<file path="src/design/idw_pkg.sv">
// Package for the identify-device parameter word table
package idw_pkg;
  // Register offsets (word addresses)
  localparam logic [3:0] A_CTRL = 4'h0;
  localparam logic [3:0] A_CMD = 4'h1;
  localparam logic [3:0] A_DATA = 4'h2;
  localparam logic [3:0] A_STAT = 4'h3;
  localparam logic [3:0] A_DCYL = 4'h4;
  localparam logic [3:0] A_DHEAD = 4'h5;
  localparam logic [3:0] A_DSPT = 4'h6;
  localparam logic [3:0] A_TOT_LO = 4'h7;
  localparam logic [3:0] A_TOT_HI = 4'h8;
  localparam logic [3:0] A_CCYL = 4'h9;
  localparam logic [3:0] A_CHEAD = 4'ha;
  localparam logic [3:0] A_CSPT = 4'hb;
  // Control field positions
  localparam int CTRL_FIXED = 0;
  localparam int CTRL_MULT = 1;
  localparam int CTRL_MSEL = 2;
  // Command code and table size
  localparam logic [7:0] CMD_IDENTIFY = 8'hec;
  localparam logic [7:0] LAST_WORD = 8'hff;
  // Fixed word values
  localparam logic [15:0] W0_REMOVABLE = 16'h848a;
  localparam logic [15:0] W0_FIXED = 16'h045a;
  localparam logic [15:0] W47_MULT_MAX = 16'h0001;
  localparam logic [15:0] W49_CAPS = 16'h0b00;
  localparam logic [15:0] W51_PIO = 16'h0200;
  localparam logic [15:0] W53_VALID = 16'h0007;
  localparam logic [7:0] W63_SUPPORT = 8'h07;
  localparam logic [15:0] W64_PIO_ADV = 16'h0003;
  localparam logic [15:0] MDMA_MIN_NS = 16'h0078;
  localparam logic [15:0] MDMA_REC_NS = 16'h0078;
  localparam logic [15:0] PIO_MIN_NS = 16'h0078;
  localparam logic [15:0] PIO_IORDY_NS = 16'h0078;
  localparam logic [15:0] W163_FIXED = 16'h0012;
  localparam logic [15:0] W163_REMOVABLE = 16'h0000;
  localparam logic [7:0] PAD_CHAR = 8'h20;
  // Text fields; contents are arbitrary
  localparam int SER_LEN = 8;
  localparam logic [8*SER_LEN-1:0] SERIAL_TXT = "00000001";
  localparam int MOD_LEN = 10;
  localparam logic [8*MOD_LEN-1:0] MODEL_TXT = "FLASH CARD";
  localparam logic [63:0] FW_TXT = "REV 1.00";
  // Register bus request
  typedef struct packed {
    logic wr;
    logic rd;
    logic [3:0] addr;
    logic [15:0] wdata;
  } idw_req_t;
  // Software-set geometry and mode
  typedef struct packed {
    logic fixed;
    logic mult;
    logic [1:0] msel;
    logic [15:0] dcyl;
    logic [15:0] dhead;
    logic [15:0] dspt;
    logic [31:0] tot;
    logic [15:0] ccyl;
    logic [15:0] chead;
    logic [15:0] cspt;
  } idw_cfg_t;
  localparam idw_cfg_t CFG_RST = '{fixed: 1'b0, mult: 1'b0, msel: 2'h0,
    dcyl: 16'h03d7, dhead: 16'h0004, dspt: 16'h0020, tot: 32'h0001eb80,
    ccyl: 16'h03d7, chead: 16'h0004, cspt: 16'h0020};
endpackage

</file>
<file path="src/design/idw_table.sv">
// Identify-device parameter table with task-file style register port
//
// Added by the designer: the strobed register port and the address map.
`timescale 1ns/10ps

// Overview of operation
// - Word 0 reads 848Ah in removable mode
// - Word 0 reads 045Ah in fixed-disk mode
// - Serial words 10-19 right justified, 20h padded
// - Model words 27-46 left justified, 20h padded
// - Words 7-8 hold 32-bit total sectors
// - Word 49 bits 13 and 10 clear
// - Word 49 bits 9 and 8 set
// - Word 51 upper byte reads 02h
// - Word 53 low three bits set
// - Words 57-58 equal low 32 bits of current C*H*S product
// - Word 47 gives max sectors per interrupt
// - Word 59: bit 8 set, low byte 0/1
// - Word 63 upper byte one-hot selected mode, zero for msel 3
// - Word 63 low byte cumulative mode support
// - Modes above MDMA2/PIO4 only in word 163
// - Word 64 bits 1,0 show PIO 4,3
// - Word 65 minimum MDMA cycle time
// - Word 66 not below word 65
// - Unsupported timing fields read zero
// - Word 67 PIO time not below word 68
// - Word 163 0012h fixed, 0000h removable
module idw_table
  import idw_pkg::*;
(
  // Clock and reset
  input wire logic clk,
  input wire logic reset,
  // Register port
  input wire idw_req_t req,
  output logic [15:0] rdata,
  // Transfer state
  output logic drq
);

  // Serial field character p (0..19), right justified
  function automatic logic [7:0] ser_ch(input int p);
    if (p >= 20 - SER_LEN)
      return SERIAL_TXT[8*(19-p) +: 8];
    return PAD_CHAR;
  endfunction

  // Model field character p (0..39), left justified
  function automatic logic [7:0] mod_ch(input int p);
    if (p < MOD_LEN)
      return MODEL_TXT[8*(MOD_LEN-1-p) +: 8];
    return PAD_CHAR;
  endfunction

  // Current capacity; only the low 32 bits are reported
  function automatic logic [31:0] cur_cap(input idw_cfg_t c);
    logic [47:0] full;
    full = 48'(c.ccyl) * 48'(c.chead) * 48'(c.cspt);
    return full[31:0];
  endfunction

  // One word of the table, first character in the high byte
  function automatic logic [15:0] id_word(input logic [7:0] w, input idw_cfg_t c);
    int i;
    logic [15:0] v;
    logic [31:0] cap;
    i = int'(w);
    v = 16'h0000;
    cap = cur_cap(c);
    if (i == 0)
      v = c.fixed ? W0_FIXED : W0_REMOVABLE;
    else if (i == 1)
      v = c.dcyl;
    else if (i == 3)
      v = c.dhead;
    else if (i == 6)
      v = c.dspt;
    else if (i == 7)
      v = c.tot[31:16];
    else if (i == 8)
      v = c.tot[15:0];
    else if (i >= 10 && i <= 19)
      v = {ser_ch(2*(i-10)), ser_ch(2*(i-10)+1)};
    else if (i >= 23 && i <= 26)
      v = FW_TXT[16*(26-i) +: 16];
    else if (i >= 27 && i <= 46)
      v = {mod_ch(2*(i-27)), mod_ch(2*(i-27)+1)};
    else if (i == 47)
      v = W47_MULT_MAX;
    else if (i == 49)
      v = W49_CAPS;
    else if (i == 51)
      v = W51_PIO;
    else if (i == 53)
      v = W53_VALID;
    else if (i == 54)
      v = c.ccyl;
    else if (i == 55)
      v = c.chead;
    else if (i == 56)
      v = c.cspt;
    else if (i == 57)
      v = cap[15:0];
    else if (i == 58)
      v = cap[31:16];
    else if (i == 59)
      v = {7'h00, 1'b1, 7'h00, c.mult};
    else if (i == 60)
      v = c.tot[15:0];
    else if (i == 61)
      v = c.tot[31:16];
    else if (i == 63)
      v = {5'h00, (c.msel == 2'h2), (c.msel == 2'h1), (c.msel == 2'h0),
           W63_SUPPORT};
    else if (i == 64)
      v = W64_PIO_ADV;
    else if (i == 65)
      v = MDMA_MIN_NS;
    else if (i == 66)
      v = MDMA_REC_NS;
    else if (i == 67)
      v = PIO_MIN_NS;
    else if (i == 68)
      v = PIO_IORDY_NS;
    else if (i == 163)
      v = c.fixed ? W163_FIXED : W163_REMOVABLE;
    return v;
  endfunction

  idw_cfg_t cfg_r;
  idw_cfg_t cfg_nxt;
  logic drq_r;
  logic drq_nxt;
  logic [7:0] idx_r;
  logic [7:0] idx_nxt;
  logic [15:0] rdata_r;
  logic [15:0] rdata_nxt;

  // Bus decode
  wire logic wr_ctrl = req.wr && req.addr == A_CTRL;
  wire logic wr_cmd = req.wr && req.addr == A_CMD;
  wire logic start = wr_cmd && req.wdata[7:0] == CMD_IDENTIFY;
  wire logic rd_data = req.rd && req.addr == A_DATA && drq_r;
  wire logic last_rd = rd_data && idx_r == LAST_WORD;
  wire logic [15:0] cur_word = id_word(idx_r, cfg_r);

  // Config writes; msel 3 selects no MDMA mode, leaving the word 63 upper byte zero
  always_comb begin
    cfg_nxt = cfg_r;
    if (wr_ctrl) begin
      cfg_nxt.fixed = req.wdata[CTRL_FIXED];
      cfg_nxt.mult = req.wdata[CTRL_MULT];
      cfg_nxt.msel = req.wdata[CTRL_MSEL +: 2];
    end
    if (req.wr) begin
      unique case (req.addr)
        A_DCYL: cfg_nxt.dcyl = req.wdata;
        A_DHEAD: cfg_nxt.dhead = req.wdata;
        A_DSPT: cfg_nxt.dspt = req.wdata;
        A_TOT_LO: cfg_nxt.tot[15:0] = req.wdata;
        A_TOT_HI: cfg_nxt.tot[31:16] = req.wdata;
        A_CCYL: cfg_nxt.ccyl = req.wdata;
        A_CHEAD: cfg_nxt.chead = req.wdata;
        A_CSPT: cfg_nxt.cspt = req.wdata;
        default: ;
      endcase
    end
  end

  // Transfer pointer; a new identify command restarts, so start wins over the last read
  assign drq_nxt = start ? 1'b1 : (last_rd ? 1'b0 : drq_r);
  assign idx_nxt = start ? 8'h00 : (rd_data ? idx_r + 8'h01 : idx_r);

  // Read mux; data stands only in the cycle after the strobe
  assign rdata_nxt = !req.rd ? 16'h0000 :
                     req.addr == A_CTRL ? {12'h000, cfg_r.msel, cfg_r.mult, cfg_r.fixed} :
                     req.addr == A_DATA ? (drq_r ? cur_word : 16'h0000) :
                     req.addr == A_STAT ? {drq_r, 7'h00, idx_r} :
                     req.addr == A_DCYL ? cfg_r.dcyl :
                     req.addr == A_DHEAD ? cfg_r.dhead :
                     req.addr == A_DSPT ? cfg_r.dspt :
                     req.addr == A_TOT_LO ? cfg_r.tot[15:0] :
                     req.addr == A_TOT_HI ? cfg_r.tot[31:16] :
                     req.addr == A_CCYL ? cfg_r.ccyl :
                     req.addr == A_CHEAD ? cfg_r.chead :
                     req.addr == A_CSPT ? cfg_r.cspt : 16'h0000;

  // State registers
  always_ff @(posedge clk or posedge reset) begin
    if (reset) begin
      cfg_r <= CFG_RST;
      drq_r <= 1'b0;
      idx_r <= 8'h00;
      rdata_r <= 16'h0000;
    end else begin
      cfg_r <= cfg_nxt;
      drq_r <= drq_nxt;
      idx_r <= idx_nxt;
      rdata_r <= rdata_nxt;
    end
  end

  assign rdata = rdata_r;
  assign drq = drq_r;

  // Helper: which table word the previous cycle read
  logic hit_r;
  logic [7:0] hit_idx_r;
  logic fixed_q_r;
  always_ff @(posedge clk or posedge reset) begin
    if (reset) begin
      hit_r <= 1'b0;
      hit_idx_r <= 8'h00;
      fixed_q_r <= 1'b0;
    end else begin
      hit_r <= rd_data;
      hit_idx_r <= idx_r;
      fixed_q_r <= cfg_r.fixed;
    end
  end

  property p_w0_rem;
    @(posedge clk) disable iff (reset)
      hit_r && hit_idx_r == 8'd0 && !fixed_q_r |-> rdata == 16'h848a;
  endproperty
  a_w0_rem: assert property (p_w0_rem) else $error("word 0 removable wrong");

  property p_w0_fix;
    @(posedge clk) disable iff (reset)
      hit_r && hit_idx_r == 8'd0 && fixed_q_r |-> rdata == 16'h045a;
  endproperty
  a_w0_fix: assert property (p_w0_fix) else $error("word 0 fixed wrong");

  property p_serial_pad;
    @(posedge clk) disable iff (reset)
      hit_r && hit_idx_r >= 8'd10 && hit_idx_r <= 8'd15 |-> rdata == 16'h2020;
  endproperty
  a_serial_pad: assert property (p_serial_pad) else $error("serial pad wrong");

  property p_model_pad;
    @(posedge clk) disable iff (reset)
      hit_r && hit_idx_r >= 8'd32 && hit_idx_r <= 8'd46 |-> rdata == 16'h2020;
  endproperty
  a_model_pad: assert property (p_model_pad) else $error("model pad wrong");

  property p_caps;
    @(posedge clk) disable iff (reset)
      hit_r && hit_idx_r == 8'd49 |-> rdata[13] == 1'b0 && rdata[10] == 1'b0
        && rdata[9] && rdata[8];
  endproperty
  a_caps: assert property (p_caps) else $error("word 49 caps wrong");

  property p_pio51;
    @(posedge clk) disable iff (reset)
      hit_r && hit_idx_r == 8'd51 |-> rdata[15:8] == 8'h02;
  endproperty
  a_pio51: assert property (p_pio51) else $error("word 51 wrong");

  property p_valid53;
    @(posedge clk) disable iff (reset)
      hit_r && hit_idx_r == 8'd53 |-> rdata[2:0] == 3'h7;
  endproperty
  a_valid53: assert property (p_valid53) else $error("word 53 wrong");

  property p_mult59;
    @(posedge clk) disable iff (reset)
      hit_r && hit_idx_r == 8'd59 |-> rdata[15:9] == 7'h00 && rdata[8]
        && rdata[7:0] <= 8'h01;
  endproperty
  a_mult59: assert property (p_mult59) else $error("word 59 wrong");

  property p_sel63;
    @(posedge clk) disable iff (reset)
      hit_r && hit_idx_r == 8'd63 |-> $onehot0(rdata[15:8]) && rdata[15:11] == 5'h00;
  endproperty
  a_sel63: assert property (p_sel63) else $error("word 63 select wrong");

  property p_start;
    @(posedge clk) disable iff (reset)
      start |=> drq && idx_r == 8'h00;
  endproperty
  a_start: assert property (p_start) else $error("identify start wrong");

  property p_end;
    @(posedge clk) disable iff (reset)
      last_rd && !start |=> !drq ##0 $past(idx_r) == 8'hff;
  endproperty
  a_end: assert property (p_end) else $error("transfer end wrong");

  property p_w163;
    @(posedge clk) disable iff (reset)
      hit_r && hit_idx_r == 8'd163 |-> rdata == (fixed_q_r ? 16'h0012 : 16'h0000);
  endproperty
  a_w163: assert property (p_w163) else $error("word 163 wrong");

  // Helper: words 65 and 67 as last read; reads run in order, so 66 and 68 follow them
  logic [15:0] w65_r;
  logic [15:0] w67_r;
  always_ff @(posedge clk or posedge reset) begin
    if (reset) begin
      w65_r <= 16'h0000;
      w67_r <= 16'h0000;
    end else begin
      if (hit_r && hit_idx_r == 8'd65)
        w65_r <= rdata;
      if (hit_r && hit_idx_r == 8'd67)
        w67_r <= rdata;
    end
  end

  property p_sup63;
    @(posedge clk) disable iff (reset)
      hit_r && hit_idx_r == 8'd63 |-> rdata[7:3] == 5'h00
        && (!rdata[10] || rdata[2]) && (!rdata[9] || rdata[2:1] != 2'h0)
        && (!rdata[8] || rdata[2:0] != 3'h0);
  endproperty
  a_sup63: assert property (p_sup63) else $error("word 63 support wrong");

  property p_w47;
    @(posedge clk) disable iff (reset)
      hit_r && hit_idx_r == 8'd47 |-> rdata[7:0] != 8'h00;
  endproperty
  a_w47: assert property (p_w47) else $error("word 47 wrong");

  property p_pio64;
    @(posedge clk) disable iff (reset)
      hit_r && hit_idx_r == 8'd64 |-> rdata[7:0] == 8'h03;
  endproperty
  a_pio64: assert property (p_pio64) else $error("word 64 wrong");

  property p_dma66;
    @(posedge clk) disable iff (reset)
      hit_r && hit_idx_r == 8'd66 |-> rdata >= w65_r;
  endproperty
  a_dma66: assert property (p_dma66) else $error("word 66 below word 65");

  property p_pio67;
    @(posedge clk) disable iff (reset)
      hit_r && hit_idx_r == 8'd68 |-> w67_r >= rdata;
  endproperty
  a_pio67: assert property (p_pio67) else $error("word 67 below word 68");

  // A data read with no transfer active must neither answer nor move the pointer
  property p_idle_data;
    @(posedge clk) disable iff (reset)
      req.rd && req.addr == A_DATA && !drq_r |=> rdata == 16'h0000 && $stable(idx_r);
  endproperty
  a_idle_data: assert property (p_idle_data) else $error("idle data read wrong");

  c_start: cover property (@(posedge clk) disable iff (reset) start);
  c_done: cover property (@(posedge clk) disable iff (reset) last_rd);
  c_restart: cover property (@(posedge clk) disable iff (reset) start && drq_r);
  c_fixed: cover property (@(posedge clk) disable iff (reset)
    hit_r && hit_idx_r == 8'd0 && fixed_q_r);

endmodule // idw_table

</file>
<file path="config.mk">
export PLATFORM = sky130hd
export DESIGN_NAME = idw_table
export DESIGN_NICKNAME = d
export VERILOG_FILES = /design/src/design/idw_pkg.sv /design/src/design/idw_table.sv
export SDC_FILE = /design/constraint.sdc
export NUM_CORES = 2
export LEC_CHECK = 0
export BUFFER_PORTS_ARGS = -buffer_cell sky130_fd_sc_hd__buf_4
export CORE_ASPECT_RATIO = 0.8
export CORE_UTILIZATION = 55
export CTS_BUF_LIST = sky130_fd_sc_hd__clkbuf_8
export DETAILED_ROUTE_END_ITERATION = 8
export PLACE_DENSITY_LB_ADDON = 0.25
export RECOVER_POWER = 50
export SLEW_MARGIN = 20
export SYNTH_ARGS = -nofsm -noshare
export SYNTH_HDL_FRONTEND = slang
export SYNTH_SLANG_ARGS = --single-unit
</file>
<file path="constraint.sdc">
create_clock -name clk -period 15.2 [get_ports clk]
set_input_delay 0.76 -clock clk [delete_from_list [all_inputs] [get_ports clk]]
set_output_delay 0.76 -clock clk [all_outputs]
set_load 0.01 [all_outputs]
</file>
# --- After elaboration in Yosys (flattened, before gate mapping) ---
# Cells that the tools add are included.
word_totals:
  elab_cells: 193
  input_bits: 24
  output_inout_bits: 17
  ff_bits: 157
op_classes:
  n_shift: 5
  n_mul: 2
  reduce_logical: 22
  n_mux: 91
  n_eq_ne: 39
  magnitude_cmp: 10
  n_addsub: 10
op_table:
  columns: ["cell", "count"]
  rows:
  - ["16-bit 2-to-1 mux", 35]
  - ["8-bit by 7-bit == test with 1-bit output (second input constant)", 13]
  - ["8-bit 2-to-1 mux", 10]
  - ["80-bit by 15-bit indexed part select with 8-bit output (first input constant)", 1]
  - ["80-bit by 32-bit indexed part select with 8-bit output (first input constant)", 1]
  - ["8-bit == test (second input constant)", 8]
  - ["64-bit by 13-bit indexed part select with 16-bit output (first input constant)", 1]
  - ["64-bit by 15-bit indexed part select with 8-bit output (first input constant)", 1]
  - ["64-bit by 32-bit indexed part select with 8-bit output (first input constant)", 1]
  - ["1-bit 2-to-1 mux", 38]
  - ["7-bit 2-to-1 mux", 5]
  - ["16-bit by 16-bit multiplier with 32-bit output", 1]
  - ["32-bit by 16-bit multiplier with 32-bit output", 1]
  - ["10-bit by 2-bit adder with 11-bit output (second input constant)", 2]
  - ["4-bit by 3-bit == test with 1-bit output (second input constant)", 4]
  - ["4-bit == test (second input constant)", 4]
  - ["8-bit by 4-bit == test with 1-bit output (second input constant)", 2]
  - ["8-bit by 5-bit greater-or-equal comparator with 1-bit output (second input constant)", 2]
  - ["8-bit by 5-bit <= comparator with 1-bit output (second input constant)", 2]
  - ["2-bit AND reduction", 8]
  - ["5-bit by 11-bit subtractor with 12-bit output (first input constant)", 1]
  - ["6-bit by 11-bit subtractor with 12-bit output (first input constant)", 1]
  - ["11-bit by 5-bit greater-or-equal comparator with 1-bit output (second input constant)", 1]
  - ["11-bit by 5-bit < comparator with 1-bit output (second input constant)", 1]
  - ["24 further kinds", 35]

# --- Depth between registers and ports, before layout ---
depth:
  ltp_word: 33
  mapped_depth: 48
  ltp_nobuf: 46

# --- Worst setup path after synthesis ---
# No wires, ideal clock.
synth_timing:
  path_type: "register -> register"
  start: "register cfg_r[39] (netlist name)"
  end: "register rdata_r[15], in the netlist rdata[15]"
  setup_time_ps: 126
  t_arrival_ps: 11701
  path_slack_ps: 3373
  stages_incl_launch_ff: 44
  cell_sequence: "dfstp_2 > clkbuf_1 > clkbuf_1 > nand2_1 > fa_1 > inv_1 > fa_1 > ha_1 > inv_1 > fa_1 > fa_1 > fa_1 > inv_1 > ha_1 > a2111oi_0 > o21ai_2 > nand4_1 > and2_1 > [... 8 more ...] > inv_1 > fa_1 > inv_1 > fa_1 > inv_1 > ha_1 > inv_1 > o21ai_0 > a2111oi_0 > or3b_2 > o31ai_1 > a21oi_1 > o21ai_0 > a21o_1 > a21oi_1 > xnor2_1 > xnor3_1 > a311o_1"
synth_via:
  elab_chain_cells: 24
synth_lines:
  columns: ["item", "line_no", "source"]
  rows:
  - ["start, declared", "idw_table.sv:130", "idw_cfg_t cfg_r;"]
  - ["start signal, assigned", "idw_table.sv:196", "cfg_r <= cfg_nxt;"]
  - ["16-bit by 16-bit multiplier with 32-bit output (*)", "idw_table.sv:58", "full = 48'(c.ccyl) * 48'(c.chead) * 48'(c.cspt);"]
  - ["32-bit by 16-bit multiplier with 32-bit output (*)", "idw_table.sv:58", null]
  - ["16-bit 2-to-1 mux", "idw_table.sv:104", "else if (i == 58)"]
  - ["16-bit 2-to-1 mux (*)", "idw_table.sv:102", "else if (i == 57)"]
  - ["16-bit 2-to-1 mux (*)", "idw_table.sv:100", "else if (i == 56)"]
  - ["16-bit 2-to-1 mux (*)", "idw_table.sv:98", "else if (i == 55)"]
  - ["16-bit 2-to-1 mux (*)", "idw_table.sv:96", "else if (i == 54)"]
  - ["16-bit 2-to-1 mux (*)", "idw_table.sv:94", "else if (i == 53)"]
  - ["[... 8 more ...]", null, null]
  - ["16-bit 2-to-1 mux (*)", "idw_table.sv:76", "else if (i == 6)"]
  - ["16-bit 2-to-1 mux (*)", "idw_table.sv:74", "else if (i == 3)"]
  - ["16-bit 2-to-1 mux (*)", "idw_table.sv:72", "else if (i == 1)"]
  - ["16-bit 2-to-1 mux (*)", "idw_table.sv:70", "if (i == 0)"]
  - ["16-bit 2-to-1 mux (*) (2 in a row)", "idw_table.sv:177", "req.addr == A_DATA ? (drq_r ? cur_word : 16'h0000) :"]
  - ["16-bit 2-to-1 mux (*)", "idw_table.sv:176", "req.addr == A_CTRL ? {12'h000, cfg_r.msel, cfg_r.mult, cfg_r.fixed} :"]
  - ["16-bit 2-to-1 mux (*)", "idw_table.sv:175", "assign rdata_nxt = !req.rd ? 16'h0000 :"]
  - ["net rdata_nxt[15]", "idw_table.sv:137", "logic [15:0] rdata_nxt;"]
  - ["end signal, assigned", "idw_table.sv:199", "rdata_r <= rdata_nxt;"]
  - ["end, declared", "idw_table.sv:136", "logic [15:0] rdata_r;"]
# Mark *: on every way through the listed nets, which the timed path passes. The rest lies on a longest branch.
# A chain may end at the register's enable or synchronous reset.

# --- Worst setup path in the final report ---
layout_timing:
  start: "register cfg_r[42] (netlist name)"
  end: "register rdata_r[15], in the netlist rdata[15]"
# Same word-level chain as after synthesis.

==> out/summary.txt <==
DR DRC count = 0
DR WL met3 = 13.5 mm
Area contributors post-synth = fa_1, dfrtp_1, ha_1, inv_1, nand2_1
Top FF cell, synth = dfrtp_1
Via/cell ratio = 6.40
Clock Latency Late Sink = 510 ps
First-pass GRT wire length = 169 mm
Mean post-synth cell area = 8.78 um2
Rows = 76
Crit share post-route = 0.883
RSZ-0062 raised after global routing = false
Mapped cell area = 29900 um2
First-pass DRT Iterations = 6
Final Hold Fails = 0
WL/cell = 27.8 um
CP Data Required Time = 15600 ps
CP max stage cell = xor2_2
Post-route ant nets = 0
Worst r2r path cells = 38
Relative max-transition margin = -2.27
GRT overflow = 0
Buffers on Ports = 40
Placed wire-length estimate = 85.9 mm
Synthesis-stage register bit count = 157
Chip height = 210 um
Die ar. = 55300 um2
Most area-hungry cell type in the Yosys netlist = fa_1
Final slew viol count = 160
Routed wl met2 = 47.3 mm
Syn Inst Count = 3403
CTS tree = done
Initial drt markers = 2977
Sequential share of the synthesized area = 0.133
Critical path startpoint category = flop
Setup TNS = 0 ps
Critical path's top delay family = adder cells
Fin nets = 4020
Final worst slack = 1780 ps
Yosys top cell area share = 0.334
Gr usage total = 0.413
Top cells by count, synth = inv_1, fa_1, nand2_1
CP max FO = 19
Layout cell share with drive strength beyond 1 = 0.0925
Synth async-reset ratio = 1.00
Dpl ws = 2070 ps
Number of CTS-inserted buffers = 17
Status = complete, but fails checks
Antenna violations before repair = 2
R2R setup slack = 1780 ps
Crit path DAT = 13820 ps
Starting Density = 0.556
CTS Buffer Depth = 2
Max-cap violations = 2
Most common cell in the netlist = inv_1
Clock Sinks = 157
Fin cells = 4036
Finish-stage setup viols = 0
Ports = 41
Synth Net Count = 4107
Fill cells = 4788
Area of the core = 53700 um2
CP dominant cell by count = fa_1
Vias in the first global route = 26629
Inst Count DP = 3999
Clock slew seen by the registers of the worst setup and hold paths = 110 ps
Chip Width = 263 um
Post-CTS sizing = 0
Number of library cell types mapped by synthesis = 72
Root Driver = clkbuf_8
Cts-stage hold buffer count = 0
Setup Skew = 23.6 ps
EDFF count, synth = 0
Postcts setup bufs = 0
Synthesis-to-finish area growth = 4.39%
Total Wirelength = 112 mm
Multi-input logic area = 23200 um2
Synth warn = 0
CP Depth = 38
CTS H-tree lvls = 4
Max Freq = 74.5 MHz
Total area of sequential cells = 3970 um2
CP Class = reg -> reg
Worst Path Buf+Inv = 4
Tmin final = 13420 ps
DR vias = 25812
Delay of the slowest critical-path stage = 900 ps
Largest net degree at the start of global routing = 102
Failing checks = capacitance limit, slew limit
Top sig layer = met5
Worst hold-check path type = reg -> reg
Hold depth = 1
Crit. End Element = flop
Worst slew pin tran = 4880 ps
Metal-1 WL = 46.4 mm
GPL Wtd Cong = 1.05
worst reg2reg max path: cells and delay by family (launching register included):
kind / cells / cell delay, ps
AND/OR/NAND/NOR: 5 / 1120
flip-flops: 1 / 890
AO/OA/AOI/OAI: 12 / 2580
adder cells (fa/ha/maj): 14 / 6980
XOR/XNOR: 3 / 1540
buffers and inverters: 4 / 190
path summary, 6_finish.rpt:
path	endpoint	from
min in group asynchronous	cfg_r[66]$_DFFE_PP0P_	reset
worst min register to register	cfg_r[9]$_DFFE_PP0P_	cfg_r[9]$_DFFE_PP0P_
worst min-delay path	cfg_r[9]$_DFFE_PP0P_	cfg_r[9]$_DFFE_PP0P_
worst max-delay path	rdata[15]$_DFF_PP0_	cfg_r[42]$_DFFE_PP0P_
worst max register to register	rdata[15]$_DFF_PP0_	cfg_r[42]$_DFFE_PP0P_
max in group asynchronous	cfg_r[46]$_DFFE_PP0P_	reset
layer usage:
layer | vias to the layer above | GRT usage
met4 | 2 | 0.157
met1 | 13119 | 0.585
li1 | 10701 | -
met2 | 1680 | 0.608
met5 | - | 0
met3 | 310 | 0.108
flip-flops by register name, summed over array words and instances, names as in the netlist:
signal and cells:
cfg_r 132, rdata 16, drq 1, idx_r 8
final cells by class:
class                   count  share of cell area
multi-input cells        2483               0.742
flip-flops and latches    157               0.127
inverters                 555              0.0668
well taps                 702              0.0282
repair buffers            102              0.0224
clock buffers              18             0.00794
clock inverters            14             0.00505
diodes                      5            0.000401
kinds of logic (layout without fill, tap and decap cells):
| group | Yosys count | in the layout | synth area share |
|---|---|---|---|
| and+or+nand+nor | 1073 | 1073 | 0.172 |
| buffers and inverters | 763 | 689 | 0.0958 |
| adders and majority gates | 680 | 680 | 0.410 |
| AOI/OAI and AO/OA | 513 | 513 | 0.112 |
| DFF | 157 | 157 | 0.133 |
| muxes | 139 | 139 | 0.0521 |
| xor gates and xnor gates | 78 | 78 | 0.0252 |
| other | 0 | 5 | 0 |
metrics by stage:
step	hold slack, ps	area (um2)	util
floorplan	473	29900	-
CTS	519	31200	0.581
global route	534	31200	0.580
detailed placement	496	30800	0.574
global placement	484	30800	0.574
finish	518	31200	0.581
cell usage in the layout (no fill, tap or decap), types with 6 or more instances in the layout:
master,netlist,routed
nor2_1,103,99
o21a_1,14,14
clkbuf_1,202,18
and3_1,47,47
nor2b_1,17,17
nand2b_1,27,27
nor4_1,9,8
or2_2,6,6
xor2_1,19,17
mux2_2,133,133
ha_1,182,182
fa_1,498,498
dfstp_2,28,28
and2_1,239,239
a2111oi_0,7,7
nor3_1,31,28
inv_1,555,555
mux2i_1,6,6
a31oi_1,18,18
nand4_1,16,16
a221oi_1,21,21
a21oi_1,127,127
nand3_1,53,53
buf_4,0,83
nand2_1,494,494
o31ai_1,13,13
a21o_1,26,26
a22oi_1,51,51
or3_1,11,11
o221ai_1,7,7
o21ai_0,114,113
clkbuf_8,0,18
a211oi_1,19,19
xnor2_1,54,52
o22ai_1,12,12
o211ai_1,20,20
a22o_1,10,10
dfrtp_1,129,128
Power is not shown: default switching activity piles up to over one toggle a cycle in this logic, so the estimate is an artifact.
